File: src/common/epsel_map.svh
// offsets, field positions, reset values and timing counts of the expansion pin select
`ifndef EPSEL_MAP_SVH
`define EPSEL_MAP_SVH

`define EPSEL_ADDR_W 8
`define EPSEL_MODCFG_ADDR 8'h10
`define EPSEL_CONVCFG_ADDR 8'h14
`define EPSEL_STRAP_ADDR 8'h18

`define EPSEL_MODCFG_RESET 8'h00
`define EPSEL_MODCFG_MASK 8'h1f
`define EPSEL_CONVCFG_RESET 8'h00
`define EPSEL_BIT_IO_EN 0
`define EPSEL_BIT_MEM_EN 1
`define EPSEL_BIT_MEM_WIDE 2
`define EPSEL_BIT_REMOTE_DIODE 0

`define EPSEL_ENV_DEV_CODE 2'b11

`define EPSEL_PIN_COUNT 45
`define EPSEL_BASE_LOW_ADDR 0
`define EPSEL_BASE_LOW_DATA 8
`define EPSEL_BASE_STROBE 16
`define EPSEL_BASE_MID_ADDR 24
`define EPSEL_BASE_HIGH_ADDR 32
`define EPSEL_BASE_HIGH_DATA 37
`define EPSEL_STRAP_PINS 6

`define EPSEL_CLK_MHZ 125
`define EPSEL_STRAP_SETTLE_NS 100
`define EPSEL_STRAP_SETTLE_CYC ((`EPSEL_STRAP_SETTLE_NS * `EPSEL_CLK_MHZ + 999) / 1000)

`endif

File: src/common/epsel_pkg.sv
// types shared by the expansion pin select
`default_nettype none
package epsel_pkg;
    typedef enum logic [1:0]
    {
        STRAP_SETTLE = 2'b01,
        STRAP_DONE = 2'b10
    } epsel_strap_state_t;

    typedef enum logic [3:0]
    {
        GRP_LOW = 4'b0001,
        GRP_DEBUG = 4'b0010,
        GRP_MID = 4'b0100,
        GRP_WIDE = 4'b1000
    } epsel_group_t;
endpackage : epsel_pkg
`default_nettype wire

File: src/verilog/epsel_pin_select.sv
// expansion bus pin function select with strap capture and analog pin routing
`include "epsel_map.svh"
`default_nettype none

//////////////////////////////////////////////////////////////////////////////
// Contract
// - low address, data, strobes on eighteen pins
// - six lower pins sampled as power-up straps
// - debug status lines only in development environment
// - address 8 to 19 with memory enable
// - high strobe and data need wide memory
// - analog pins: voltage inputs or remote diode
// - secondary reset enabled by flash protection word
// - gate a20 comes from plain port logic
// - configuration bits clear to zero on reset
// - io enable bit0, memory bit1, wide bit2
module epsel_pin_select (
    input wire logic clk_sys,
    input wire logic resetn,
    input wire logic [7:0] reg_addr,
    input wire logic [7:0] reg_wdata,
    input wire logic reg_write,
    input wire logic reg_read,
    output logic [7:0] reg_rdata,
    input wire logic [7:0] low_address_port_in,
    output logic [7:0] low_address_port_out,
    output logic [7:0] low_address_port_oe,
    input wire logic [7:0] low_data_port_in,
    output logic [7:0] low_data_port_out,
    output logic [7:0] low_data_port_oe,
    input wire logic [7:0] strobe_status_port_in,
    output logic [7:0] strobe_status_port_out,
    output logic [7:0] strobe_status_port_oe,
    input wire logic [7:0] mid_address_port_in,
    output logic [7:0] mid_address_port_out,
    output logic [7:0] mid_address_port_oe,
    input wire logic [4:0] high_address_port_in,
    output logic [4:0] high_address_port_out,
    output logic [4:0] high_address_port_oe,
    input wire logic [7:0] high_data_port_in,
    output logic [7:0] high_data_port_out,
    output logic [7:0] high_data_port_oe,
    input wire logic [44:0] gpio_out,
    input wire logic [44:0] gpio_oe,
    output logic [44:0] gpio_in,
    input wire logic [19:0] biu_addr,
    input wire logic [15:0] biu_data_out,
    input wire logic biu_data_oe,
    output logic [15:0] biu_data_in,
    input wire logic biu_rd_n,
    input wire logic write_strobe_low_n,
    input wire logic write_strobe_high_n,
    input wire logic [2:0] bus_status,
    input wire logic fetch_status,
    input wire logic interrupt_acknowledge_status,
    input wire logic break_reset_out,
    input wire logic protection_secondary_reset_input_enable,
    input wire logic secondary_reset_pin,
    output logic secondary_reset_input,
    output logic analog_select_diode,
    output logic development_environment,
    output logic [1:0] base_address_strap
);
    import epsel_pkg::*;

    localparam int NPIN = `EPSEL_PIN_COUNT;
    localparam int SETTLE_CYC = `EPSEL_STRAP_SETTLE_CYC;

    // group of each expansion pin, used by the mux only
    function automatic epsel_group_t pin_group(input int idx);
        if (idx < `EPSEL_BASE_LOW_DATA + 8 + 2)
            return GRP_LOW;
        else if (idx < `EPSEL_BASE_MID_ADDR)
            return GRP_DEBUG;
        else if (idx < `EPSEL_BASE_HIGH_ADDR + 4)
            return GRP_MID;
        else
            return GRP_WIDE;
    endfunction : pin_group

    //////////////////////////////////////////////////////////////////////////
    // pin synchronisers
    logic [NPIN:0] sync_pins;
    wire [NPIN:0] raw_pins = {secondary_reset_pin, high_data_port_in, high_address_port_in,
        mid_address_port_in, strobe_status_port_in, low_data_port_in, low_address_port_in};

    epsel_sync #(.WIDTH(NPIN + 1)) u_sync (
        .clk_sys(clk_sys),
        .resetn(resetn),
        .async_in(raw_pins),
        .sync_out(sync_pins)
    );

    assign gpio_in = sync_pins[NPIN-1:0];
    assign biu_data_in = {sync_pins[`EPSEL_BASE_HIGH_DATA +: 8], sync_pins[`EPSEL_BASE_LOW_DATA +: 8]};

    //////////////////////////////////////////////////////////////////////////
    // configuration registers
    logic [7:0] module_configuration;
    logic [7:0] converter_configuration;
    wire wr_modcfg = reg_write && (reg_addr == `EPSEL_MODCFG_ADDR);
    wire wr_convcfg = reg_write && (reg_addr == `EPSEL_CONVCFG_ADDR);
    wire expansion_io_enable = module_configuration[`EPSEL_BIT_IO_EN];
    wire expansion_memory_enable = module_configuration[`EPSEL_BIT_MEM_EN];
    wire expansion_memory_wide = module_configuration[`EPSEL_BIT_MEM_WIDE];
    wire remote_diode_enable = converter_configuration[`EPSEL_BIT_REMOTE_DIODE];

    always_ff @(posedge clk_sys or negedge resetn)
    begin
        if (!resetn)
        begin
            module_configuration <= `EPSEL_MODCFG_RESET;
            converter_configuration <= `EPSEL_CONVCFG_RESET;
        end
        else
        begin
            if (wr_modcfg)
                module_configuration <= reg_wdata & `EPSEL_MODCFG_MASK;
            if (wr_convcfg)
                converter_configuration <= {7'h00, reg_wdata[`EPSEL_BIT_REMOTE_DIODE]};
        end
    end

    //////////////////////////////////////////////////////////////////////////
    // strap capture after reset release
    epsel_strap_state_t strap_state;
    logic [7:0] settle_cnt;
    logic [5:0] straps;
    wire strap_done = (strap_state == STRAP_DONE);
    wire [5:0] strap_pins = sync_pins[`EPSEL_BASE_LOW_ADDR +: `EPSEL_STRAP_PINS];

    // pins stay undriven while settling so the pull-downs set the straps
    always_ff @(posedge clk_sys or negedge resetn)
    begin
        if (!resetn)
        begin
            strap_state <= STRAP_SETTLE;
            settle_cnt <= 8'h00;
            straps <= 6'h00;
        end
        else
        begin
            case (strap_state)
                STRAP_SETTLE:
                begin
                    settle_cnt <= settle_cnt + 8'h01;
                    if (settle_cnt == 8'(SETTLE_CYC + 1))
                    begin
                        straps <= strap_pins;
                        strap_state <= STRAP_DONE;
                    end
                end
                STRAP_DONE:
                    strap_state <= STRAP_DONE;
                default:
                    strap_state <= STRAP_SETTLE;
            endcase
        end
    end

    wire dev_env = strap_done && (straps[1:0] == `EPSEL_ENV_DEV_CODE);
    assign development_environment = dev_env;
    assign base_address_strap = straps[3:2];

    //////////////////////////////////////////////////////////////////////////
    // group selection and alternate function sources
    wire sel_low = dev_env || expansion_io_enable || expansion_memory_enable;
    wire sel_debug = dev_env;
    wire sel_mid = dev_env || expansion_memory_enable;
    wire sel_wide = dev_env || (expansion_memory_enable && expansion_memory_wide);

    wire [NPIN-1:0] alt_out = {biu_data_out[15:8], write_strobe_high_n, biu_addr[19:8],
        break_reset_out, interrupt_acknowledge_status, fetch_status, bus_status,
        write_strobe_low_n, biu_rd_n, biu_data_out[7:0], biu_addr[7:0]};
    wire [NPIN-1:0] alt_oe = {{8{biu_data_oe}}, {13{1'b1}}, {6{1'b1}}, 2'b11,
        {8{biu_data_oe}}, {8{1'b1}}};

    logic [NPIN-1:0] pad_out;
    logic [NPIN-1:0] pad_oe;
    logic [NPIN-1:0] alt_sel;

    generate
        for (genvar i = 0; i < NPIN; i++)
        begin : g_pin
            localparam epsel_group_t GRP = pin_group(i);
            wire strap_hold = !strap_done && (i < `EPSEL_STRAP_PINS);
            assign alt_sel[i] = (GRP == GRP_LOW) ? sel_low :
                (GRP == GRP_DEBUG) ? sel_debug :
                (GRP == GRP_MID) ? sel_mid : sel_wide;
            // gate a20 and every other plain port pass through the gpio path
            wire next_out = alt_sel[i] ? alt_out[i] : gpio_out[i];
            wire next_oe = strap_hold ? 1'b0 : (alt_sel[i] ? alt_oe[i] : gpio_oe[i]);
            always_ff @(posedge clk_sys or negedge resetn)
            begin
                if (!resetn)
                begin
                    pad_out[i] <= 1'b0;
                    pad_oe[i] <= 1'b0;
                end
                else
                begin
                    pad_out[i] <= next_out;
                    pad_oe[i] <= next_oe;
                end
            end
        end
    endgenerate

    assign low_address_port_out = pad_out[`EPSEL_BASE_LOW_ADDR +: 8];
    assign low_address_port_oe = pad_oe[`EPSEL_BASE_LOW_ADDR +: 8];
    assign low_data_port_out = pad_out[`EPSEL_BASE_LOW_DATA +: 8];
    assign low_data_port_oe = pad_oe[`EPSEL_BASE_LOW_DATA +: 8];
    assign strobe_status_port_out = pad_out[`EPSEL_BASE_STROBE +: 8];
    assign strobe_status_port_oe = pad_oe[`EPSEL_BASE_STROBE +: 8];
    assign mid_address_port_out = pad_out[`EPSEL_BASE_MID_ADDR +: 8];
    assign mid_address_port_oe = pad_oe[`EPSEL_BASE_MID_ADDR +: 8];
    assign high_address_port_out = pad_out[`EPSEL_BASE_HIGH_ADDR +: 5];
    assign high_address_port_oe = pad_oe[`EPSEL_BASE_HIGH_ADDR +: 5];
    assign high_data_port_out = pad_out[`EPSEL_BASE_HIGH_DATA +: 8];
    assign high_data_port_oe = pad_oe[`EPSEL_BASE_HIGH_DATA +: 8];

    //////////////////////////////////////////////////////////////////////////
    // analog routing, secondary reset and register read
    wire next_secondary_reset_input = protection_secondary_reset_input_enable && sync_pins[NPIN];
    wire [7:0] strap_status = {1'b0, strap_done, straps};
    wire [7:0] next_rdata = (reg_addr == `EPSEL_MODCFG_ADDR) ? module_configuration :
        (reg_addr == `EPSEL_CONVCFG_ADDR) ? converter_configuration :
        (reg_addr == `EPSEL_STRAP_ADDR) ? strap_status : 8'h00;

    always_ff @(posedge clk_sys or negedge resetn)
    begin
        if (!resetn)
        begin
            analog_select_diode <= 1'b0;
            secondary_reset_input <= 1'b0;
            reg_rdata <= 8'h00;
        end
        else
        begin
            analog_select_diode <= remote_diode_enable;
            secondary_reset_input <= next_secondary_reset_input;
            reg_rdata <= reg_read ? next_rdata : 8'h00;
        end
    end
endmodule : epsel_pin_select
`default_nettype wire

File: src/verilog/epsel_sync.sv
// two-flop synchroniser for the expansion pin inputs
`default_nettype none
module epsel_sync #(
    parameter int WIDTH = 46
) (
    input wire logic clk_sys,
    input wire logic resetn,
    input wire logic [WIDTH-1:0] async_in,
    output logic [WIDTH-1:0] sync_out
);
    logic [WIDTH-1:0] stage1;

    always_ff @(posedge clk_sys or negedge resetn)
    begin
        if (!resetn)
        begin
            stage1 <= '0;
            sync_out <= '0;
        end
        else
        begin
            stage1 <= async_in;
            sync_out <= stage1;
        end
    end
endmodule : epsel_sync
`default_nettype wire

File: config.mk
export PLATFORM = sky130hd
export DESIGN_NAME = epsel_pin_select
export DESIGN_NICKNAME = d
export VERILOG_FILES = /design/src/common/epsel_pkg.sv /design/src/verilog/epsel_pin_select.sv /design/src/verilog/epsel_sync.sv
export VERILOG_INCLUDE_DIRS = /design/src /design/src/common
export SDC_FILE = /design/constraint.sdc
export NUM_CORES = 1
export LEC_CHECK = 0
export ABC_AREA = 1
export BUFFER_PORTS_ARGS = -buffer_cell sky130_fd_sc_hd__buf_2
export CORE_MARGIN = 8
export CORE_UTILIZATION = 46
export DETAILED_ROUTE_END_ITERATION = 10
export GPL_TIMING_DRIVEN = 0
export PLACE_DENSITY = 0.8
export SKIP_CTS_REPAIR_TIMING = 1
export SYNTH_ARGS = -nofsm -noshare
export SYNTH_HDL_FRONTEND = slang
export SYNTH_SLANG_ARGS = --single-unit
export TNS_END_PERCENT = 1
File: constraint.sdc
create_clock -name clk_sys -period 2.1 [get_ports clk_sys]
set_input_delay 0.315 -clock clk_sys [delete_from_list [all_inputs] [get_ports clk_sys]]
set_output_delay 0.315 -clock clk_sys [all_outputs]
set_load 0.05 [all_outputs]
==> results of run 1 <==
-- worst max-delay path, cell delays in order (launching register included) --
cell and delay [ns]:
dfstp_2 0.53, inv_1 0.06, ha_4 0.18, nand3_4 0.10, inv_2 0.06, buf_6 0.14
buf_6 0.15
-- power groups by stage --
stage	Clock, uW	Combinational [uW]	Sequential [uW]
after detailed placement	0	1350	4440
after global placement	0	1320	4430
after global routing	4240	1550	4390
after CTS	4070	1360	4370
after floorplan	0	475	4800
final	4010	1460	4380
-- synthesized netlist by cell type, drive strengths merged --
cell type | number | area [um2]
clkbuf | 1 | 3.75
a21oi | 1 | 5.00
or2 | 23 | 144
nor2 | 18 | 67.6
dfrtp | 212 | 5310
o2111ai | 1 | 8.76
conb | 1 | 3.75
ha | 4 | 50.1
dfstp | 1 | 26.3
xnor2 | 1 | 8.76
nand4 | 2 | 12.5
a21boi | 1 | 7.51
o21ai | 18 | 90.1
nand3 | 18 | 103
nor3 | 1 | 5.00
inv | 33 | 124
buf | 75 | 549
o21a | 1 | 7.51
nand2 | 215 | 825
xor2 | 5 | 43.8
-- cells in the final DEF, fill, tap and decap left out, types with 3 or more instances in the layout --
master / count
buf_2: 366
buf_4: 69
buf_6: 4
bufinv_16: 3
clkbuf_1: 4
clkbuf_16: 22
clkbuf_8: 5
clkinv_2: 3
dfrtp_1: 212
diode_2: 3
dlygate4sd3_1: 61
ha_1: 3
inv_1: 29
inv_2: 4
nand2_1: 212
nand3_1: 17
nor2_1: 18
o21ai_0: 18
or2_2: 23
xor2_1: 5
-- state kept, by name (all words and copies together), names as in the netlist --
signal / cells
high_address_port_out: 5
low_data_port_oe: 8
u_sync.sync_out: 46
reg_rdata: 7
low_address_port_out: 8
settle_cnt: 8
converter_configuration: 1
low_data_port_out: 8
strobe_status_port_oe: 8
module_configuration: 5
secondary_reset_input: 1
straps: 6
high_data_port_out: 8
high_address_port_oe: 5
analog_select_diode: 1
u_sync.stage1: 46
mid_address_port_out: 8
mid_address_port_oe: 8
high_data_port_oe: 8
strobe_status_port_out: 8
strap_state: 2
low_address_port_oe: 8
-- metrics by stage --
| stage | cells | setup WS (ns) | total power (uW) |
|---|---|---|---|
| after detailed placement | 1211 | -0.00364 | 5790 |
| after floorplan | 632 | 0.396 | 5270 |
| after global placement | 1210 | -2.70 | 5760 |
| final | 1316 | 0.0635 | 9840 |
| after global routing | 1315 | -0.000602 | 10200 |
| after CTS | 1248 | -0.453 | 9800 |
-- worst paths after layout --
check | from | end | slack, ns
max reg2reg | strap_state[0] | low_address_port_oe[0] | 0.19
min | gpio_oe[33] | high_address_port_oe[1] | 0.005
min reg2reg | u_sync.stage1[33] | u_sync.sync_out[33] | 0.35
max in group asynchronous | resetn | u_sync.stage1[35] | 0.75
max | strap_state[0] | development_environment | 0.06
min in group asynchronous | resetn | straps[5] | 0.44
-- logic make-up (layout without fill, tap and decap cells) --
logic type | after synthesis | in the layout | synth area share
other | 1 | 4 | 0.000507
AOI/OAI and AO/OA | 22 | 22 | 0.0161
DFF | 213 | 213 | 0.721
buffers and inverters | 109 | 574 | 0.0916
adders and majority gates | 4 | 4 | 0.00677
and+or+nand+nor | 277 | 277 | 0.156
xor gates and xnor gates | 6 | 6 | 0.00711
-- per-layer routing --
layer | wire length, um | vias up
met5 | 0 | -
met4 | 588 | 0
met3 | 2460 | 46
met2 | 12400 | 310
met1 | 8260 | 2812
li1 | - | 2768
-- final cells by class --
type | count | area, um2
well taps | 216 | 270
flip-flops and latches | 213 | 5330
multi-input cells | 310 | 1390
clock inverters | 7 | 121
inverters | 33 | 124
repair buffers | 428 | 2500
plain buffers | 76 | 559
fillers | 1103 | 4840
diodes | 3 | 7.51
clock buffers | 30 | 631
==> results.toml, run 1 <==
[worst_setup_path]
arrival_ns = 1.72
worstSetupPathType = "reg2out"
endpoint_kind = "output port"
required_ns = 1.78
cp_max_fo = 10
critPathLaunchType = "flop"
reg2regPathDepth = 10

[pwr]
intPower_uw = 7230
vdd_drop_max_uv = 767
seq_power_share = 0.444
pwr-share-comb = 0.149
leakage_uw = 0.00585
sw_frac_of_total = 0.265
switchingPower_uw = 2610
power.density_nw_per_um2 = 900
clkPwrFrac = 0.407

[yosys]
avgSynthCellArea_um2 = 11.7
ys_seq_area_frac = 0.721
synth-seq-cells = 213
yosysUniqueCellTypes = 27
syn-num-nets = 839
syn_inst = 632
yosysWarnings = 0
syn_area_um2 = 7390

[cts]
clockBufferDepth = 3
cts_buffers = 22
h-tree-depth = 1
clkLatencyLatePin_ns = 0.50
clock-sinks = 213
path_clk_slew_ns = 0.06
cts.root.buffer_cell = "clkbuf_16"
cts_tree = "done"

[floorplanning]
die_w_um = 143
num_rows = 46
core_um2 = 15800
dieArea_um2 = 20400
start_util = 0.469
dieHeight_um = 143
io_pins = 367

[route]
avgViaCountPerCell = 4.51
drtIter0Drc = 237
ant_nets = 0
dr.pass1.iters = 7
drc = 0
detail_route.wl_per_cell_um = 18.0
drt_wl_total_mm = 23.7
route.vias.total = 5936

[grt]
grt_pass1_vias = 5909
use_met3 = 0.0701
antenna_found_initial = 3
grt_use_met2 = 0.356
grt_util_met1 = 0.221
busiest_layer = "met2"
grt_use_total = 0.201
grt_max_degree = 119
grt-ovfl-total = 0
grt_pass1_wl_mm = 31.2

[place]
postPlaceCellArea_um2 = 9510
io_buffers = 362
hpwl_mm = 16.6
gp_congestion = 0.898

[timing]
finalSetupViolCount = 0
hold_viol = 0
drv_slew = 0
worst_slew_pin_slew_ns = 0.921
hold_ws_ns = 0.00529
fmax_mhz = 491
period_needed_ns = 2.04
maxSlewHeadroom = 0.386
fin_crit_sh = 0.970
setup_tns_ns = 0
skew_ns = 0.00856

[outcome]
outcome = "finished, final reports clean"

[final_layout]
nNetsFinal = 1291
drive_above_1_share = 0.463
area_growth_pct = 48.0
fin_util = 0.693
final_cell_area_um2 = 10900

[job]
maxCapViolations = 0

[hold_path]
hold_depth = 2
hold_path.class = "in2reg"
Power figures use the tool's default switching activity.
==> run 2: changes to the inputs <==
--- a/config.mk
+++ b/config.mk
@@ -10,6 +10,7 @@
 export BUFFER_PORTS_ARGS = -buffer_cell sky130_fd_sc_hd__buf_2
 export CORE_MARGIN = 8
 export CORE_UTILIZATION = 46
+export CTS_BUF_LIST = sky130_fd_sc_hd__clkbuf_4 sky130_fd_sc_hd__clkbuf_8 sky130_fd_sc_hd__clkbuf_16
 export DETAILED_ROUTE_END_ITERATION = 10
 export GPL_TIMING_DRIVEN = 0
 export PLACE_DENSITY = 0.8
==> run 2 against run 1 <==
Against the previous run: register-to-register slack barely moved; global-route usage about the same; fmax up 0.27%; setup slack improved by 0.0055 ns; cell count barely moved; total power up 0.27%; cell area is essentially flat; critical path type unchanged; largest cell class unchanged; highest routed layer unchanged.
==> results.toml, run 2 (synthesis gave the netlist of run 1 again) <==
[outcome]
outcome = "finished, final reports clean"

[timing]
finalSetupViolCount = 0
maxSlewHeadroom = 0.415
drv_slew = 0
rsz0062_at_grt = "false"
period_needed_ns = 2.03
fmax_mhz = 492
hold_viol = 0
skew_ns = 0.0104
worst_slew_pin_slew_ns = 0.877
fin_crit_sh = 0.967
timing.final.ws_setup_ns = 0.0690

[place]
placed_cells = 1211
postPlaceCellArea_um2 = 9510
place_ws_ns = -0.00364
io_buffers = 362
gp_congestion = 0.898
hpwl_mm = 16.6

[worst_setup_path]
cpMostUsedCell = "buf_6"
crit_slowest_cell = "dfstp_2"
cp_slowest_stage_delay_ns = 0.53
arrival_ns = 1.72
worstSetupPathType = "reg2out"
path_cells = "inv_1, ha_4, nand3_4, inv_2, buf_6, buf_6"
ff2ff_setup_slack_ns = 0.18
reg2reg_from = "strap_state[0]"
endpoint_kind = "output port"
reg2regPathDepth = 10
required_ns = 1.78
r2r_end = "low_address_port_oe[0]"
critPathLaunchType = "flop"
cp_max_fo = 10

[floorplanning]
io_pins = 367
die_w_um = 143
start_util = 0.469
core_um2 = 15800
dieArea_um2 = 20400
dieHeight_um = 143
num_rows = 46

[cts]
path_clk_slew_ns = 0.06
cts.root.buffer_cell = "clkbuf_16"
h-tree-depth = 1
clockBufferDepth = 3
cts_tree = "done"
cts_buffers = 22
clkLatencyLatePin_ns = 0.50
clock-sinks = 213

[final_layout]
layoutNonFillerInstCount = 1315
final_cell_mix = "buf_2, nand2_1, dfrtp_1"
nNetsFinal = 1291
final_cell_area_um2 = 10900
drive_above_1_share = 0.466
area_growth_pct = 48.1
top_regs = "u_sync.stage1 x46, u_sync.sync_out x46"
fin_util = 0.694
final_common_cell = "buf_2"

[route]
drt_wl_total_mm = 23.6
ant_nets = 0
drtIter0Drc = 282
avgViaCountPerCell = 4.48
route.vias.total = 5889
drc = 0
dr.pass1.iters = 4
detail_route.wl_per_cell_um = 17.9

[grt]
grt_use_total = 0.201
grt_max_degree = 119
grt_pass1_wl_mm = 31.2
grt-ovfl-total = 0
grt_pass1_vias = 5903
antenna_found_initial = 2

[pwr]
power.density_nw_per_um2 = 902
vdd_drop_max_uv = 776
leakage_uw = 0.00586

[hold_path]
hold_path_end = "high_address_port_oe[1]"
hold_path.class = "in2reg"
worstHoldStart = "gpio_oe[33]"
hold_depth = 2

[job]
maxCapViolations = 0
## run 2: cell count changes in the layout (fill, tap and decap cells not counted)
cell / previous run / this run
clkbuf_4: 0 / 3
diode_2: 3 / 2
clkbuf_1: 4 / 1
## run 2: final cells by class
| class | instances | area (um2) |
|---|---|---|
| clock inverters | 7 | 121 |
| well taps | 216 | 270 |
| diodes | 2 | 5.00 |
| inverters | 33 | 124 |
| multi-input cells | 310 | 1390 |
| fillers | 1109 | 4830 |
| repair buffers | 428 | 2500 |
| flip-flops and latches | 213 | 5330 |
| plain buffers | 76 | 559 |
| clock buffers | 30 | 642 |
## run 2: how the worst max path moves through the flow
stage,startpoint,endpoint,slack (ns),cells past startpoint
finish,strap_state[0],development_environment,0.07,6
floorplan,strap_state[0],strobe_status_port_oe[2],0.40,6
CTS,strap_state[0],development_environment,-0.45,6
detailed placement,strap_state[0],low_address_port_oe[0],-0.004,9
global route,strap_state[0],development_environment,0.001,6
global placement,resetn,u_sync.sync_out[12],-2.70,1
## run 2: where the power goes
group / internal, uW / switching [uW] / total [uW] / leakage, uW
Clock: 2500 / 1530 / 4030 / 0.000382
Sequential: 4310 / 71.0 / 4380 / 0.00244
Combinational: 464 / 997 / 1460 / 0.00304
Total: 7270 / 2600 / 9870 / 0.00586
## run 2: worst max-delay path: cells and delay by family (launching register included)
kind,cells,cell delay (ns)
adders and majority gates,1,0.18
buffers and inverters,4,0.41
DFF,1,0.53
and+or+nand+nor,1,0.10
## run 2: through the flow
stage	TNS, ns	power (uW)	hold WS [ns]
floorplan	0	5270	0.0194
global placement	-570.88	5760	0.331
detailed placement	-0.00364	5790	0.335
CTS	-0.485	9840	-0.103
global route	0	10200	-0.00268
finish	0	9870	0.00355
## run 2: per-layer routing
metal | vias to the layer above | part of all wire | GRT usage
met5 | - | 0 | 0
met1 | 2792 | 0.36 | 0.220
met2 | 289 | 0.52 | 0.356
met4 | 0 | 0.023 | 0.0621
li1 | 2768 | - | -
met3 | 40 | 0.093 | 0.0718
==> run 3: changes to the inputs <==
--- a/config.mk
+++ b/config.mk
@@ -8,12 +8,13 @@
 export LEC_CHECK = 0
 export ABC_AREA = 1
 export BUFFER_PORTS_ARGS = -buffer_cell sky130_fd_sc_hd__buf_2
-export CORE_MARGIN = 8
-export CORE_UTILIZATION = 46
+export CORE_AREA = 8 8 136 138
 export CTS_BUF_LIST = sky130_fd_sc_hd__clkbuf_4 sky130_fd_sc_hd__clkbuf_8 sky130_fd_sc_hd__clkbuf_16
 export DETAILED_ROUTE_END_ITERATION = 10
+export DIE_AREA = 0 0 144 146
 export GPL_TIMING_DRIVEN = 0
-export PLACE_DENSITY = 0.8
+export MAX_ROUTING_LAYER = met4
+export PLACE_DENSITY = 0.79
 export SKIP_CTS_REPAIR_TIMING = 1
 export SYNTH_ARGS = -nofsm -noshare
 export SYNTH_HDL_FRONTEND = slang
==> constraint.sdc (replaced) <==
create_clock -name clk_sys -period 2.4 [get_ports clk_sys]
set_input_delay 0.36 -clock clk_sys [delete_from_list [all_inputs] [get_ports clk_sys]]
set_output_delay 0.36 -clock clk_sys [all_outputs]
set_load 0.05 [all_outputs]
==> run 3 against run 2 <==
Against the previous run: die area up 3.2%; non-clock buffer count shrank 17; first-iteration DRC count shrank 18%; clock skew fell by 0.0022 ns; combinational power down 15%; sequential share of layout area up 0.90 points; setup slack improved by 0.066 ns; wire length down 5.6%; critical path type unchanged; sequential power fell by 13%; count of clock-buffer cells in the layout grew 3; critical path depth unchanged; largest power group unchanged; flip-flop and latch count did not move.
==> results.toml, run 3 (synthesis gave the netlist of run 1 again) <==
[worst_setup_path]
r2r_end = "low_address_port_out[1]"
endpoint_kind = "output port"
reg2reg_from = "strap_state[0]"
critPathLaunchType = "flop"
arrival_ns = 1.91
ff2ff_setup_slack_ns = 0.42
reg2regPathDepth = 11
required_ns = 2.04
worstSetupPathType = "reg2out"
cp_max_fo = 10

[final_layout]
final_common_cell = "buf_2"
drive_above_1_share = 0.469
final_cell_mix = "buf_2, nand2_1, dfrtp_1"
final_cell_area_um2 = 10700
top_regs = "u_sync.stage1 x46, u_sync.sync_out x46"
seqCellArea_um2 = 5330
multi_input_area_um2 = 1390
n_fill_cell = 1223
area_growth_pct = 45.4
layoutNonFillerInstCount = 1303
nNetsFinal = 1274

[grt]
antenna_found_initial = 5
grt-ovfl-total = 0
grt_max_degree = 121
grt_use_total = 0.200
grt_pass1_vias = 6021
grt_pass1_wl_mm = 31.3

[floorplanning]
io_pins = 367
dieHeight_um = 146
dieArea_um2 = 21000
num_rows = 47
core_um2 = 16300
die_w_um = 144
start_util = 0.454

[place]
placed_cells = 1215
io_buffers = 362
hpwl_mm = 16.5
place_ws_ns = 0.236
gp_congestion = 0.861
postPlaceCellArea_um2 = 9510

[cts]
clock-sinks = 213
cts_buffers = 22
h-tree-depth = 1
cts_tree = "done"
cts.root.buffer_cell = "clkbuf_16"
clkLatencyLatePin_ns = 0.48
clockBufferDepth = 3
path_clk_slew_ns = 0.06

[timing]
period_needed_ns = 2.27
fmax_mhz = 441
hold_viol = 0
setup_tns_ns = 0
fin_crit_sh = 0.944
rsz0062_at_grt = "false"
finalSetupViolCount = 0
drv_slew = 0
hold_ws_ns = 0.0447
maxSlewHeadroom = 0.525
worst_slew_pin_slew_ns = 0.712
timing.final.ws_setup_ns = 0.135
skew_ns = 0.00818

[pwr]
power.density_nw_per_um2 = 784
leakage_uw = 0.00576
vdd_drop_max_uv = 583

[hold_path]
hold_path_end = "u_sync.stage1[10]"
worstHoldStart = "low_data_port_in[2]"
hold_path.class = "in2reg"
hold_depth = 1

[route]
drc = 0
drtIter0Drc = 231
route.vias.total = 5789
ant_nets = 0
dr.pass1.iters = 4
drt_wl_total_mm = 22.2
avgViaCountPerCell = 4.44
detail_route.wl_per_cell_um = 17.1

[job]
maxCapViolations = 0

[outcome]
outcome = "finished, final reports clean"
run 3: area by class of cell:
cell class                      instances  area share
Sequential cell                       213       0.496
Timing Repair Buffer                  411       0.217
Multi-Input combinational cell        310       0.130
Clock buffer                           33      0.0640
Buffer                                 76      0.0517
Tap cell                              220      0.0256
Inverter                               33      0.0115
Clock inverter                          2     0.00349
Antenna cell                            5     0.00116
run 3: critical path: stages, from the launching register on:
cell	delay (ns)
dfstp_2	0.54
inv_1	0.07
ha_4	0.20
nand3_4	0.12
inv_1	0.08
clkbuf_4	0.19
buf_4	0.21
run 3: worst max-delay path by stage:
stage / from / to / cells past startpoint
2_1_floorplan: strap_state[0] / strobe_status_port_oe[2] / 6
3_3_place_gp: resetn / mid_address_port_oe[7] / 1
3_5_place_dp: strap_state[0] / mid_address_port_oe[0] / 6
4_1_cts: strap_state[0] / development_environment / 6
5_1_grt: strap_state[0] / development_environment / 6
6_report: strap_state[0] / development_environment / 6
run 3: power breakdown:
group,internal (uW),leakage [uW],switching [uW]
Combinational,389,0.00296,855
Sequential,3770,0.00244,59.9
Clock,2070,0.000359,1280
run 3: per-layer routing:
layer / vias up / track usage / routed length (um)
met1: 2729 / 0.212 / 8140
met3: 46 / 0.0525 / 1980
li1: 2735 / - / -
met5: - / - / 0
met4: 0 / 0.0736 / 607
met2: 279 / 0.349 / 11500
run 3: per-stage QoR:
stage | utilization | total power [uW]
2_1_floorplan | - | 4610
5_1_grt | 0.660 | 8750
3_5_place_dp | 0.584 | 5070
3_3_place_gp | 0.582 | 5040
6_report | 0.660 | 8420
4_1_cts | 0.629 | 8440
